**config.mk**
```make
export PLATFORM = sky130hd
export DESIGN_NAME = dpi_port
export DESIGN_NICKNAME = d
export VERILOG_FILES = /design/src/dpi_port.v /design/src/dpi_sync.v
export VERILOG_INCLUDE_DIRS = /design/src
export SDC_FILE = /design/constraint.sdc
export NUM_CORES = 1
export LEC_CHECK = 0
export ABC_AREA = 0
export ABC_CLOCK_PERIOD_IN_PS = 2150
export BUFFER_PORTS_ARGS = -buffer_cell sky130_fd_sc_hd__buf_2
export CORE_ASPECT_RATIO = 0.5
export CORE_UTILIZATION = 32
export CTS_CLUSTER_DIAMETER = 120
export DETAILED_ROUTE_END_ITERATION = 16
export GPL_TIMING_DRIVEN = 1
export PLACE_DENSITY = 0.51
export SLEW_MARGIN = 20
export SYNTH_ARGS = -nofsm -noshare
export SYNTH_HDL_FRONTEND = slang
export SYNTH_SLANG_ARGS = --single-unit
```
**constraint.sdc**
```tcl
create_clock -name sys_clk_in -period 2.15 [get_ports sys_clk_in]
set_clock_uncertainty 0.05 [all_clocks]
set_input_delay 0.43 -clock sys_clk_in [delete_from_list [all_inputs] [get_ports sys_clk_in]]
set_output_delay 0.43 -clock sys_clk_in [all_outputs]
set_load 0.02 [all_outputs]
```
**src/dpi_map.vh**
```
// constants for the digipot two-wire target port
`ifndef DPI_MAP_VH
`define DPI_MAP_VH
// address byte
`define DPI_ADDR_PREFIX 4'h9
`define DPI_ADDR_BCAST 7'h47
`define DPI_ADDR_GCALL 7'h00
`define DPI_GC_RESET_BYTE 8'h06
// low address bits chosen by the select pin
`define DPI_SEL_GND 3'h0
`define DPI_SEL_VDD 3'h1
`define DPI_SEL_SDA 3'h2
`define DPI_SEL_SCL 3'h3
// command byte register select
`define DPI_CMD_STATUS 8'hd0
`define DPI_CMD_SETUP 8'hd1
`define DPI_CMD_LOCK 8'hd3
`define DPI_CMD_WIPER 8'h21
`define DPI_CMD_SPARE1 8'h25
`define DPI_CMD_SPARE2 8'h26
// bits per byte before the acknowledge clock
`define DPI_BYTE_BITS 4'h8
`define DPI_LAST_TX_BIT 4'h7
// 8-bit fields in wiper and spare registers
`define DPI_FLD_HI 11
`define DPI_FLD_LO 4
// output_setup fields and fixed values
`define DPI_SHDN_HI 4
`define DPI_SHDN_LO 3
`define DPI_REFEN_BIT 2
`define DPI_GAIN_HI 1
`define DPI_GAIN_LO 0
`define DPI_SHDN_RST 2'h2
`define DPI_SETUP_RSVD 8'h0f
// lock_and_memory_control fields
`define DPI_LOCK_READ 16'h0008
`define DPI_RECALL_BIT 5
`define DPI_STORE_BIT 4
`define DPI_KEY_HI 3
`define DPI_KEY_LO 0
`define DPI_SWRST_KEY 4'ha
`endif

```
**src/dpi_port.v**
```verilog
// two-wire target port with register file of the buffered-wiper digipot
`timescale 1ns/1ns
`include "dpi_map.vh"
module dpi_port #(
  parameter [3:0] PART_IDENTIFIER = 4'h3,  // arbitrary value
  parameter [1:0] SILICON_REVISION = 2'h1  // arbitrary value
) (
  input wire sys_clk_in,
  input wire rst_in,
  input wire scl_in,
  input wire sda_in,
  input wire address_select_pin_in,
  input wire user_memory_checksum_error_in,
  input wire factory_memory_checksum_error_in,
  input wire memory_operation_active_in,
  output reg sda_out,
  output reg sda_oe_out,
  output reg [7:0] wiper_setting_out,
  output reg [7:0] spare_nonvolatile_byte_one_out,
  output reg [7:0] spare_nonvolatile_byte_two_out,
  output reg [1:0] output_shutdown_select_out,
  output reg reference_enable_out,
  output reg [1:0] output_gain_select_out,
  output reg update_strobe_out,
  output reg memory_recall_trigger_out,
  output reg memory_store_trigger_out,
  output reg soft_reset_out
);
  localparam [2:0] ST_IDLE = 3'b000;
  localparam [2:0] ST_RX = 3'b001;
  localparam [2:0] ST_RXACK = 3'b010;
  localparam [2:0] ST_TX = 3'b011;
  localparam [2:0] ST_TXACK = 3'b100;

  wire [2:0] pin_s;
  dpi_sync #(.WIDTH(3)) u_sync (
    .sys_clk_in(sys_clk_in),
    .rst_in(rst_in),
    .async_in({address_select_pin_in, sda_in, scl_in}),
    .sync_out(pin_s)
  );
  wire scl_s = pin_s[0];
  wire sda_s = pin_s[1];
  wire sel_s = pin_s[2];

  reg scl_p_reg;
  reg sda_p_reg;
  reg [2:0] state_reg;
  reg [3:0] bit_cnt_reg;
  reg [7:0] shift_reg;
  reg [1:0] byte_idx_reg;
  reg rd_mode_reg;
  reg gc_mode_reg;
  reg gc_pend_reg;
  reg commit_pend_reg;
  reg [7:0] cmd_reg;
  reg cmd_seen_reg;
  reg [7:0] last_wr_reg;
  reg [7:0] upper_data_byte_reg;
  reg [7:0] lower_tx_reg;
  reg tx_upper_reg;
  reg master_ack_reg;
  reg sel_ne_sda_reg;
  reg sel_ne_scl_reg;
  reg sel_seen1_reg;

  wire scl_rise = scl_s & ~scl_p_reg;
  wire scl_fall = ~scl_s & scl_p_reg;
  wire start_det = scl_s & scl_p_reg & sda_p_reg & ~sda_s;
  wire stop_det = scl_s & scl_p_reg & ~sda_p_reg & sda_s;

  // pin tied to SCL tracks clock at both edges, tied to SDA tracks data
  wire [2:0] sel_code = ~sel_ne_scl_reg ? `DPI_SEL_SCL :
                        ~sel_ne_sda_reg ? `DPI_SEL_SDA :
                        sel_seen1_reg ? `DPI_SEL_VDD : `DPI_SEL_GND;
  wire gen_hit = (shift_reg[7:4] == `DPI_ADDR_PREFIX) &&
                 (shift_reg[3:1] == sel_code);
  wire bc_hit = (shift_reg[7:1] == `DPI_ADDR_BCAST) & ~shift_reg[0];
  wire gc_hit = (shift_reg[7:1] == `DPI_ADDR_GCALL) & ~shift_reg[0];
  wire [15:0] wr_word = {upper_data_byte_reg, shift_reg};
  wire [7:0] rd_sel = cmd_seen_reg ? cmd_reg : last_wr_reg;

  reg [15:0] rd_word;
  always @* begin
    rd_word = 16'h0000;
    case (rd_sel)
      `DPI_CMD_STATUS: begin
        rd_word[15] = user_memory_checksum_error_in;
        rd_word[14] = factory_memory_checksum_error_in;
        rd_word[13] = memory_operation_active_in;
        rd_word[5:0] = {PART_IDENTIFIER, SILICON_REVISION};
      end
      `DPI_CMD_SETUP: begin
        rd_word[12:5] = `DPI_SETUP_RSVD;
        rd_word[`DPI_SHDN_HI:`DPI_SHDN_LO] = output_shutdown_select_out;
        rd_word[`DPI_REFEN_BIT] = reference_enable_out;
        rd_word[`DPI_GAIN_HI:`DPI_GAIN_LO] = output_gain_select_out;
      end
      `DPI_CMD_LOCK: rd_word = `DPI_LOCK_READ;
      `DPI_CMD_WIPER:
        rd_word[`DPI_FLD_HI:`DPI_FLD_LO] = wiper_setting_out;
      `DPI_CMD_SPARE1:
        rd_word[`DPI_FLD_HI:`DPI_FLD_LO] = spare_nonvolatile_byte_one_out;
      `DPI_CMD_SPARE2:
        rd_word[`DPI_FLD_HI:`DPI_FLD_LO] = spare_nonvolatile_byte_two_out;
      default: rd_word = 16'h0000;
    endcase
  end

  always @(posedge sys_clk_in) begin
    if (rst_in) begin
      scl_p_reg <= 1'b1;
      sda_p_reg <= 1'b1;
      state_reg <= ST_IDLE;
      bit_cnt_reg <= 4'h0;
      shift_reg <= 8'h00;
      byte_idx_reg <= 2'h0;
      rd_mode_reg <= 1'b0;
      gc_mode_reg <= 1'b0;
      gc_pend_reg <= 1'b0;
      commit_pend_reg <= 1'b0;
      cmd_reg <= 8'h00;
      cmd_seen_reg <= 1'b0;
      last_wr_reg <= 8'h00;
      upper_data_byte_reg <= 8'h00;
      lower_tx_reg <= 8'h00;
      tx_upper_reg <= 1'b0;
      master_ack_reg <= 1'b0;
      sel_ne_sda_reg <= 1'b0;
      sel_ne_scl_reg <= 1'b0;
      sel_seen1_reg <= 1'b0;
      sda_out <= 1'b0;
      sda_oe_out <= 1'b0;
      wiper_setting_out <= 8'h00;
      spare_nonvolatile_byte_one_out <= 8'h00;
      spare_nonvolatile_byte_two_out <= 8'h00;
      output_shutdown_select_out <= `DPI_SHDN_RST;
      reference_enable_out <= 1'b0;
      output_gain_select_out <= 2'h0;
      update_strobe_out <= 1'b0;
      memory_recall_trigger_out <= 1'b0;
      memory_store_trigger_out <= 1'b0;
      soft_reset_out <= 1'b0;
    end else begin
      scl_p_reg <= scl_s;
      sda_p_reg <= sda_s;
      sda_out <= 1'b0;
      update_strobe_out <= 1'b0;
      memory_recall_trigger_out <= 1'b0;
      memory_store_trigger_out <= 1'b0;
      soft_reset_out <= 1'b0;
      if (soft_reset_out) begin
        // soft reset restores register defaults, bus state is kept
        wiper_setting_out <= 8'h00;
        spare_nonvolatile_byte_one_out <= 8'h00;
        spare_nonvolatile_byte_two_out <= 8'h00;
        output_shutdown_select_out <= `DPI_SHDN_RST;
        reference_enable_out <= 1'b0;
        output_gain_select_out <= 2'h0;
      end
      if (stop_det) begin
        state_reg <= ST_IDLE;
        sda_oe_out <= 1'b0;
        cmd_seen_reg <= 1'b0;
        commit_pend_reg <= 1'b0;
        gc_pend_reg <= 1'b0;
      end else if (start_det) begin
        // a repeated start keeps the command byte for the read that follows
        state_reg <= ST_RX;
        sda_oe_out <= 1'b0;
        bit_cnt_reg <= 4'h0;
        byte_idx_reg <= 2'h0;
        commit_pend_reg <= 1'b0;
        gc_pend_reg <= 1'b0;
        sel_ne_sda_reg <= 1'b0;
        sel_ne_scl_reg <= 1'b0;
        sel_seen1_reg <= 1'b0;
      end else begin
        case (state_reg)
          ST_RX: begin
            if (scl_rise) begin
              shift_reg <= {shift_reg[6:0], sda_s};
              bit_cnt_reg <= bit_cnt_reg + 4'h1;
            end
            // only clock edges are compared, to avoid pin-to-pin skew
            if ((scl_rise | scl_fall) && byte_idx_reg == 2'h0) begin
              if (sel_s != scl_s)
                sel_ne_scl_reg <= 1'b1;
              if (scl_rise && sel_s != sda_s)
                sel_ne_sda_reg <= 1'b1;
              if (sel_s)
                sel_seen1_reg <= 1'b1;
            end
            if (scl_fall && bit_cnt_reg == `DPI_BYTE_BITS) begin
              bit_cnt_reg <= 4'h0;
              state_reg <= ST_RXACK;
              sda_oe_out <= 1'b1;
              case (byte_idx_reg)
                2'h0: begin
                  rd_mode_reg <= shift_reg[0];
                  gc_mode_reg <= gc_hit;
                  if (!(gen_hit | bc_hit | gc_hit)) begin
                    state_reg <= ST_IDLE;
                    sda_oe_out <= 1'b0;
                  end
                end
                2'h1: begin
                  if (gc_mode_reg) begin
                    gc_pend_reg <= (shift_reg == `DPI_GC_RESET_BYTE);
                    if (shift_reg != `DPI_GC_RESET_BYTE) begin
                      state_reg <= ST_IDLE;
                      sda_oe_out <= 1'b0;
                    end
                  end else begin
                    cmd_reg <= shift_reg;
                    cmd_seen_reg <= 1'b1;
                  end
                end
                2'h2: upper_data_byte_reg <= shift_reg;
                default: commit_pend_reg <= 1'b1;
              endcase
            end
          end
          ST_RXACK: begin
            if (scl_rise && gc_pend_reg) begin
              soft_reset_out <= 1'b1;
              gc_pend_reg <= 1'b0;
            end
            if (scl_fall) begin
              sda_oe_out <= 1'b0;
              commit_pend_reg <= 1'b0;
              byte_idx_reg <= (byte_idx_reg == 2'h3) ? 2'h2 :
                              byte_idx_reg + 2'h1;
              state_reg <= ST_RX;
              if (commit_pend_reg) begin
                last_wr_reg <= cmd_reg;
                update_strobe_out <= 1'b1;
                if (cmd_reg == `DPI_CMD_LOCK) begin
                  memory_recall_trigger_out <= wr_word[`DPI_RECALL_BIT];
                  memory_store_trigger_out <= wr_word[`DPI_STORE_BIT];
                  if (wr_word[`DPI_KEY_HI:`DPI_KEY_LO] == `DPI_SWRST_KEY)
                    soft_reset_out <= 1'b1;
                end else if (!memory_operation_active_in) begin
                  case (cmd_reg)
                    `DPI_CMD_WIPER: wiper_setting_out <=
                      wr_word[`DPI_FLD_HI:`DPI_FLD_LO];
                    `DPI_CMD_SPARE1: spare_nonvolatile_byte_one_out <=
                      wr_word[`DPI_FLD_HI:`DPI_FLD_LO];
                    `DPI_CMD_SPARE2: spare_nonvolatile_byte_two_out <=
                      wr_word[`DPI_FLD_HI:`DPI_FLD_LO];
                    `DPI_CMD_SETUP: begin
                      output_shutdown_select_out <=
                        wr_word[`DPI_SHDN_HI:`DPI_SHDN_LO];
                      reference_enable_out <= wr_word[`DPI_REFEN_BIT];
                      output_gain_select_out <=
                        wr_word[`DPI_GAIN_HI:`DPI_GAIN_LO];
                    end
                    default: last_wr_reg <= cmd_reg;
                  endcase
                end
              end
              if (byte_idx_reg == 2'h0 && rd_mode_reg) begin
                // upper byte leaves first; lower byte held for later
                state_reg <= ST_TX;
                shift_reg <= rd_word[15:8];
                lower_tx_reg <= rd_word[7:0];
                tx_upper_reg <= 1'b1;
                sda_oe_out <= ~rd_word[15];
              end
            end
          end
          ST_TX: begin
            if (scl_fall) begin
              bit_cnt_reg <= bit_cnt_reg + 4'h1;
              if (bit_cnt_reg == `DPI_LAST_TX_BIT) begin
                bit_cnt_reg <= 4'h0;
                sda_oe_out <= 1'b0;
                state_reg <= ST_TXACK;
              end else begin
                shift_reg <= {shift_reg[6:0], 1'b0};
                sda_oe_out <= ~shift_reg[6];
              end
            end
          end
          ST_TXACK: begin
            if (scl_rise)
              master_ack_reg <= ~sda_s;
            if (scl_fall) begin
              if (master_ack_reg) begin
                // a longer read repeats the register's two bytes
                state_reg <= ST_TX;
                tx_upper_reg <= ~tx_upper_reg;
                shift_reg <= tx_upper_reg ? lower_tx_reg : rd_word[15:8];
                sda_oe_out <= tx_upper_reg ? ~lower_tx_reg[7] :
                              ~rd_word[15];
                if (!tx_upper_reg)
                  lower_tx_reg <= rd_word[7:0];
              end else begin
                state_reg <= ST_IDLE;
              end
            end
          end
          default: state_reg <= ST_IDLE;
        endcase
      end
    end
  end
endmodule // dpi_port

```
**src/dpi_sync.v**
```verilog
// two flip-flop synchroniser, one lane per bit
`timescale 1ns/1ns
module dpi_sync #(
  parameter WIDTH = 3
) (
  input wire sys_clk_in,
  input wire rst_in,
  input wire [WIDTH-1:0] async_in,
  output wire [WIDTH-1:0] sync_out
);
  genvar i;
  generate
    for (i = 0; i < WIDTH; i = i + 1) begin : g_lane
      reg meta_reg;
      reg stable_reg;
      // bus idles high, so reset to the idle level
      always @(posedge sys_clk_in) begin
        if (rst_in) begin
          meta_reg <= 1'b1;
          stable_reg <= 1'b1;
        end else begin
          meta_reg <= async_in[i];
          stable_reg <= meta_reg;
        end
      end
      assign sync_out[i] = stable_reg;
    end
  endgenerate
endmodule // dpi_sync

```
==> summary.md <==
| Metric | Value |
|---|---|
| Setup slack, reg-to-reg | 0.09 ns |
| RR Startpoint | u_sync.g_lane[0].stable_reg |
| CTS root buf | clkbuf_16 |
| Critical path endpoint | spare_nonvolatile_byte_one_out[3] |
| Worst Hold Class | in2reg |
| Vias in the first global route | between 4k and 5k |
| Clock-pin slew on the worst setup and hold paths | 0.08 ns |
| Syn avg cell area | between 8 and 9 µm² |
| Worst Path Required | 2.34 ns |
| Yosys reg bits | just under 100 |
| Synth top area cells | dfxtp_1, mux2i_1, nor2_1, a21oi_1, nor2b_1 |
| Worst Setup End Kind | register |
| Final nets | 700 |
| Synth async-reset ratio | 0% |
| Post-DP HPWL | between 10 and 15 mm |
| Fmax | 486.4 MHz |
| Final min period | between 2 and 2.5 ns |
| Worst Max-Slew Pin Slew | 0.5475 ns |
| Fin cells | just over 900 |
| Area Overhead vs Synth | 20.21% |
| Clock tree buffer depth | 2 |
| GRT overflow | 0 |
| Area share of the largest cell type after synthesis | 37.21% |
| CTS tree | built |
| Status | finished clean |
| Setup WS post-layout | 0.09418 ns |
| Post-synth cell types | 75 |
| Crit path DAT | 2.25 ns |
| Leak pwr | about 2.5 nW |
| CTS H-tree lvls | 3 |
| Most frequent cells in the layout | dfxtp_1, nor2_1, buf_4 |
| Initial antenna violation count | 0 |
| Die height | roughly 90 µm |
| Slew HR | roughly 63% |
| Final Hold Fails | 0 |
| Area leader, netlist | dfxtp_1 |
| Hold-fix buffers, CTS | 0 |
| Setup CP Type | reg2reg |
| Sequential area share after synthesis | 37.21% |
| Fin area | 6274 µm² |
| Synthesized cell area | between 5000 and 6000 µm² |
| Util after Layout | 40.07% |
| Initial Util | between 30% and 40% |
| Share of cells above drive strength 1 | between 20% and 30% |
| Cells after Synth | 621 |
| PortBufs | slightly above 40 |
| N_diodes | 0 |
| Worst reg-to-reg path cell count | 8 |
| Routed Antenna Nets | 0 |
| PD cells | a little under 600 nW/µm² |
| Cell Rows | 32 |
| Post-synthesis net count | roughly 630 |
| DRT Pass-1 Iters | 5 |
| DRC errors left | 0 |
| Worst setup SP type | register |
| Crit path max fanout | 8 |
| Clock Sinks | 97 |
| Dpl cells | slightly below 900 |
| Total CTS buffers | 9 |
| Post-synth EDFFs | 0 |
| Endpoints failing setup | 0 |
| Die Wd | approximately 180 µm |
| Pre-CTS WS | around 0.028 ns |
| Max-slew violation count | 0 |
| Via count | approximately 4.7k |
| Setup crit start | u_sync.g_lane[0].stable_reg |
| Gpl congestion | about 0.83 |
| Synth warnings | 0 |
| Core area | between 15000 and 20000 µm² |
| Die area | ~17000 µm² |
| Largest net degree at the start of global routing | 32 |
| Crit share post-route | a little over nine tenths |
| Max_cap viols | 0 |
| First-pass GRT wire length | about 25 mm |
| Peak VDD IR | ~360 µV |
| Reg-to-reg endpoint | spare_nonvolatile_byte_one_out[3] |
| I/O pin count | 43 |
| Per-cell routed wire length | between 15 and 20 µm |
| Cell Area, Placed | roughly 6000 µm² |
| Vias per std cell | just over 5 |
| Most common cell after layout, fill and taps aside | dfxtp_1 |
| WL final | 15.67 mm |
| GRT Total Usage | about a fifth |
| Ys flop type | dfxtp_1 |
| Clock Latency Late Sink | around 0.35 ns |
| Drt initial violations | 278 |
-- cell type report --
cell class | count | area (µm²)
clock inverters | 7 | 81.33
flip-flops and latches | 97 | 1944
clock buffers | 9 | 225.2
inverters | 15 | 56.30
fillers | 1589 | 9382
well taps | 221 | 276.5
repair buffers | 98 | 636.9
multi-input cells | 466 | 3053
-- synthesized netlist by cell type, types with 3 or more instances --
master,number
a211oi_1,7
a21oi_1,55
a221oi_1,3
a22o_1,4
a311oi_1,5
a31oi_1,4
and2_1,7
and3_1,3
and3b_1,6
and4_1,4
buf_2,3
buf_4,6
clkbuf_1,29
dfxtp_1,97
ha_1,5
inv_1,15
mux2i_1,40
nand2_1,31
nand2b_1,11
nand3_1,23
nand3b_1,20
nand4b_1,4
nor2_1,82
nor2b_1,27
nor3_1,10
nor3b_1,5
nor3b_2,3
nor4_1,6
o2111ai_1,4
o211ai_1,4
o21ai_0,23
o21bai_1,3
or2_2,10
or3b_2,4
or4_1,3
xor2_1,3
-- kinds of logic after synthesis --
group / after synthesis / share of synthesized area, %
AO/OA/AOI/OAI: 140 / 18.05
AND/OR/NAND/NOR: 274 / 29.68
buffers and inverters: 58 / 5.010
flip-flops: 97 / 37.21
adder cells (fa/ha/maj): 5 / 1.199
XOR/XNOR: 4 / 0.6714
multiplexers: 42 / 8.103
other: 1 / 0.07186
-- metrics by stage --
step	hold slack [ns]	power (W)	TNS, ns
after floorplan	0.3395	0.002040	0
after CTS	0.2017	0.003798	0
final	0.2153	0.003743	0
after detailed placement	0.3478	0.002125	0
after global placement	0.3500	0.002127	0
after global routing	0.2085	0.003889	-0.01022
-- report_power, final --
group          leakage (nW)  internal (W)  total [W]  switching, W
combinational          1.56     0.0000942   0.000249      0.000155
clock                 0.150      0.000831    0.00165      0.000823
sequential            0.784       0.00181    0.00184     0.0000250
total                  2.49       0.00274    0.00374       0.00100
-- worst max-delay path, cell delays in order (launching register included) --
cell and delay, ns:
dfxtp_1 0.32, inv_1 0.09, ha_4 0.16, and4bb_2 0.28, o211ai_4 0.12, or4_1 0.54, buf_6 0.17, mux2i_1 0.17
nor2_1 0.06
-- repair_timing --
action	CTS	global route
hold endpoints to repair	0	0
resized for setup	0	10
setup endpoints to repair	0	34
buffers inserted	0	2
-- metal layers --
| layer | track usage, % | part of all wire, % | up-vias |
|---|---|---|---|
| met3 | 3.657 | 4.5 | 19 |
| li1 | - | - | 2361 |
| met4 | 4.552 | 1.4 | 0 |
| met1 | 28.01 | 52 | 2241 |
| met2 | 28.78 | 42 | 101 |
| met5 | 0 | 0 | - |
-- worst min-delay path by stage --
| stage | startpoint | end | slack (ns) | depth (start not counted) |
|---|---|---|---|---|
| 2_1_floorplan | u_sync.g_lane[0].meta_reg | u_sync.g_lane[0].stable_reg | 0.34 | 1 |
| 3_3_place_gp | u_sync.g_lane[1].meta_reg | u_sync.g_lane[1].stable_reg | 0.35 | 1 |
| 3_5_place_dp | u_sync.g_lane[1].meta_reg | u_sync.g_lane[1].stable_reg | 0.35 | 1 |
| 4_1_cts | sda_in | u_sync.g_lane[1].meta_reg | 0.20 | 2 |
| 5_1_grt | sda_in | u_sync.g_lane[1].meta_reg | 0.21 | 2 |
| 6_report | sda_in | u_sync.g_lane[1].meta_reg | 0.22 | 2 |
Power figures use the tool's default switching activity.
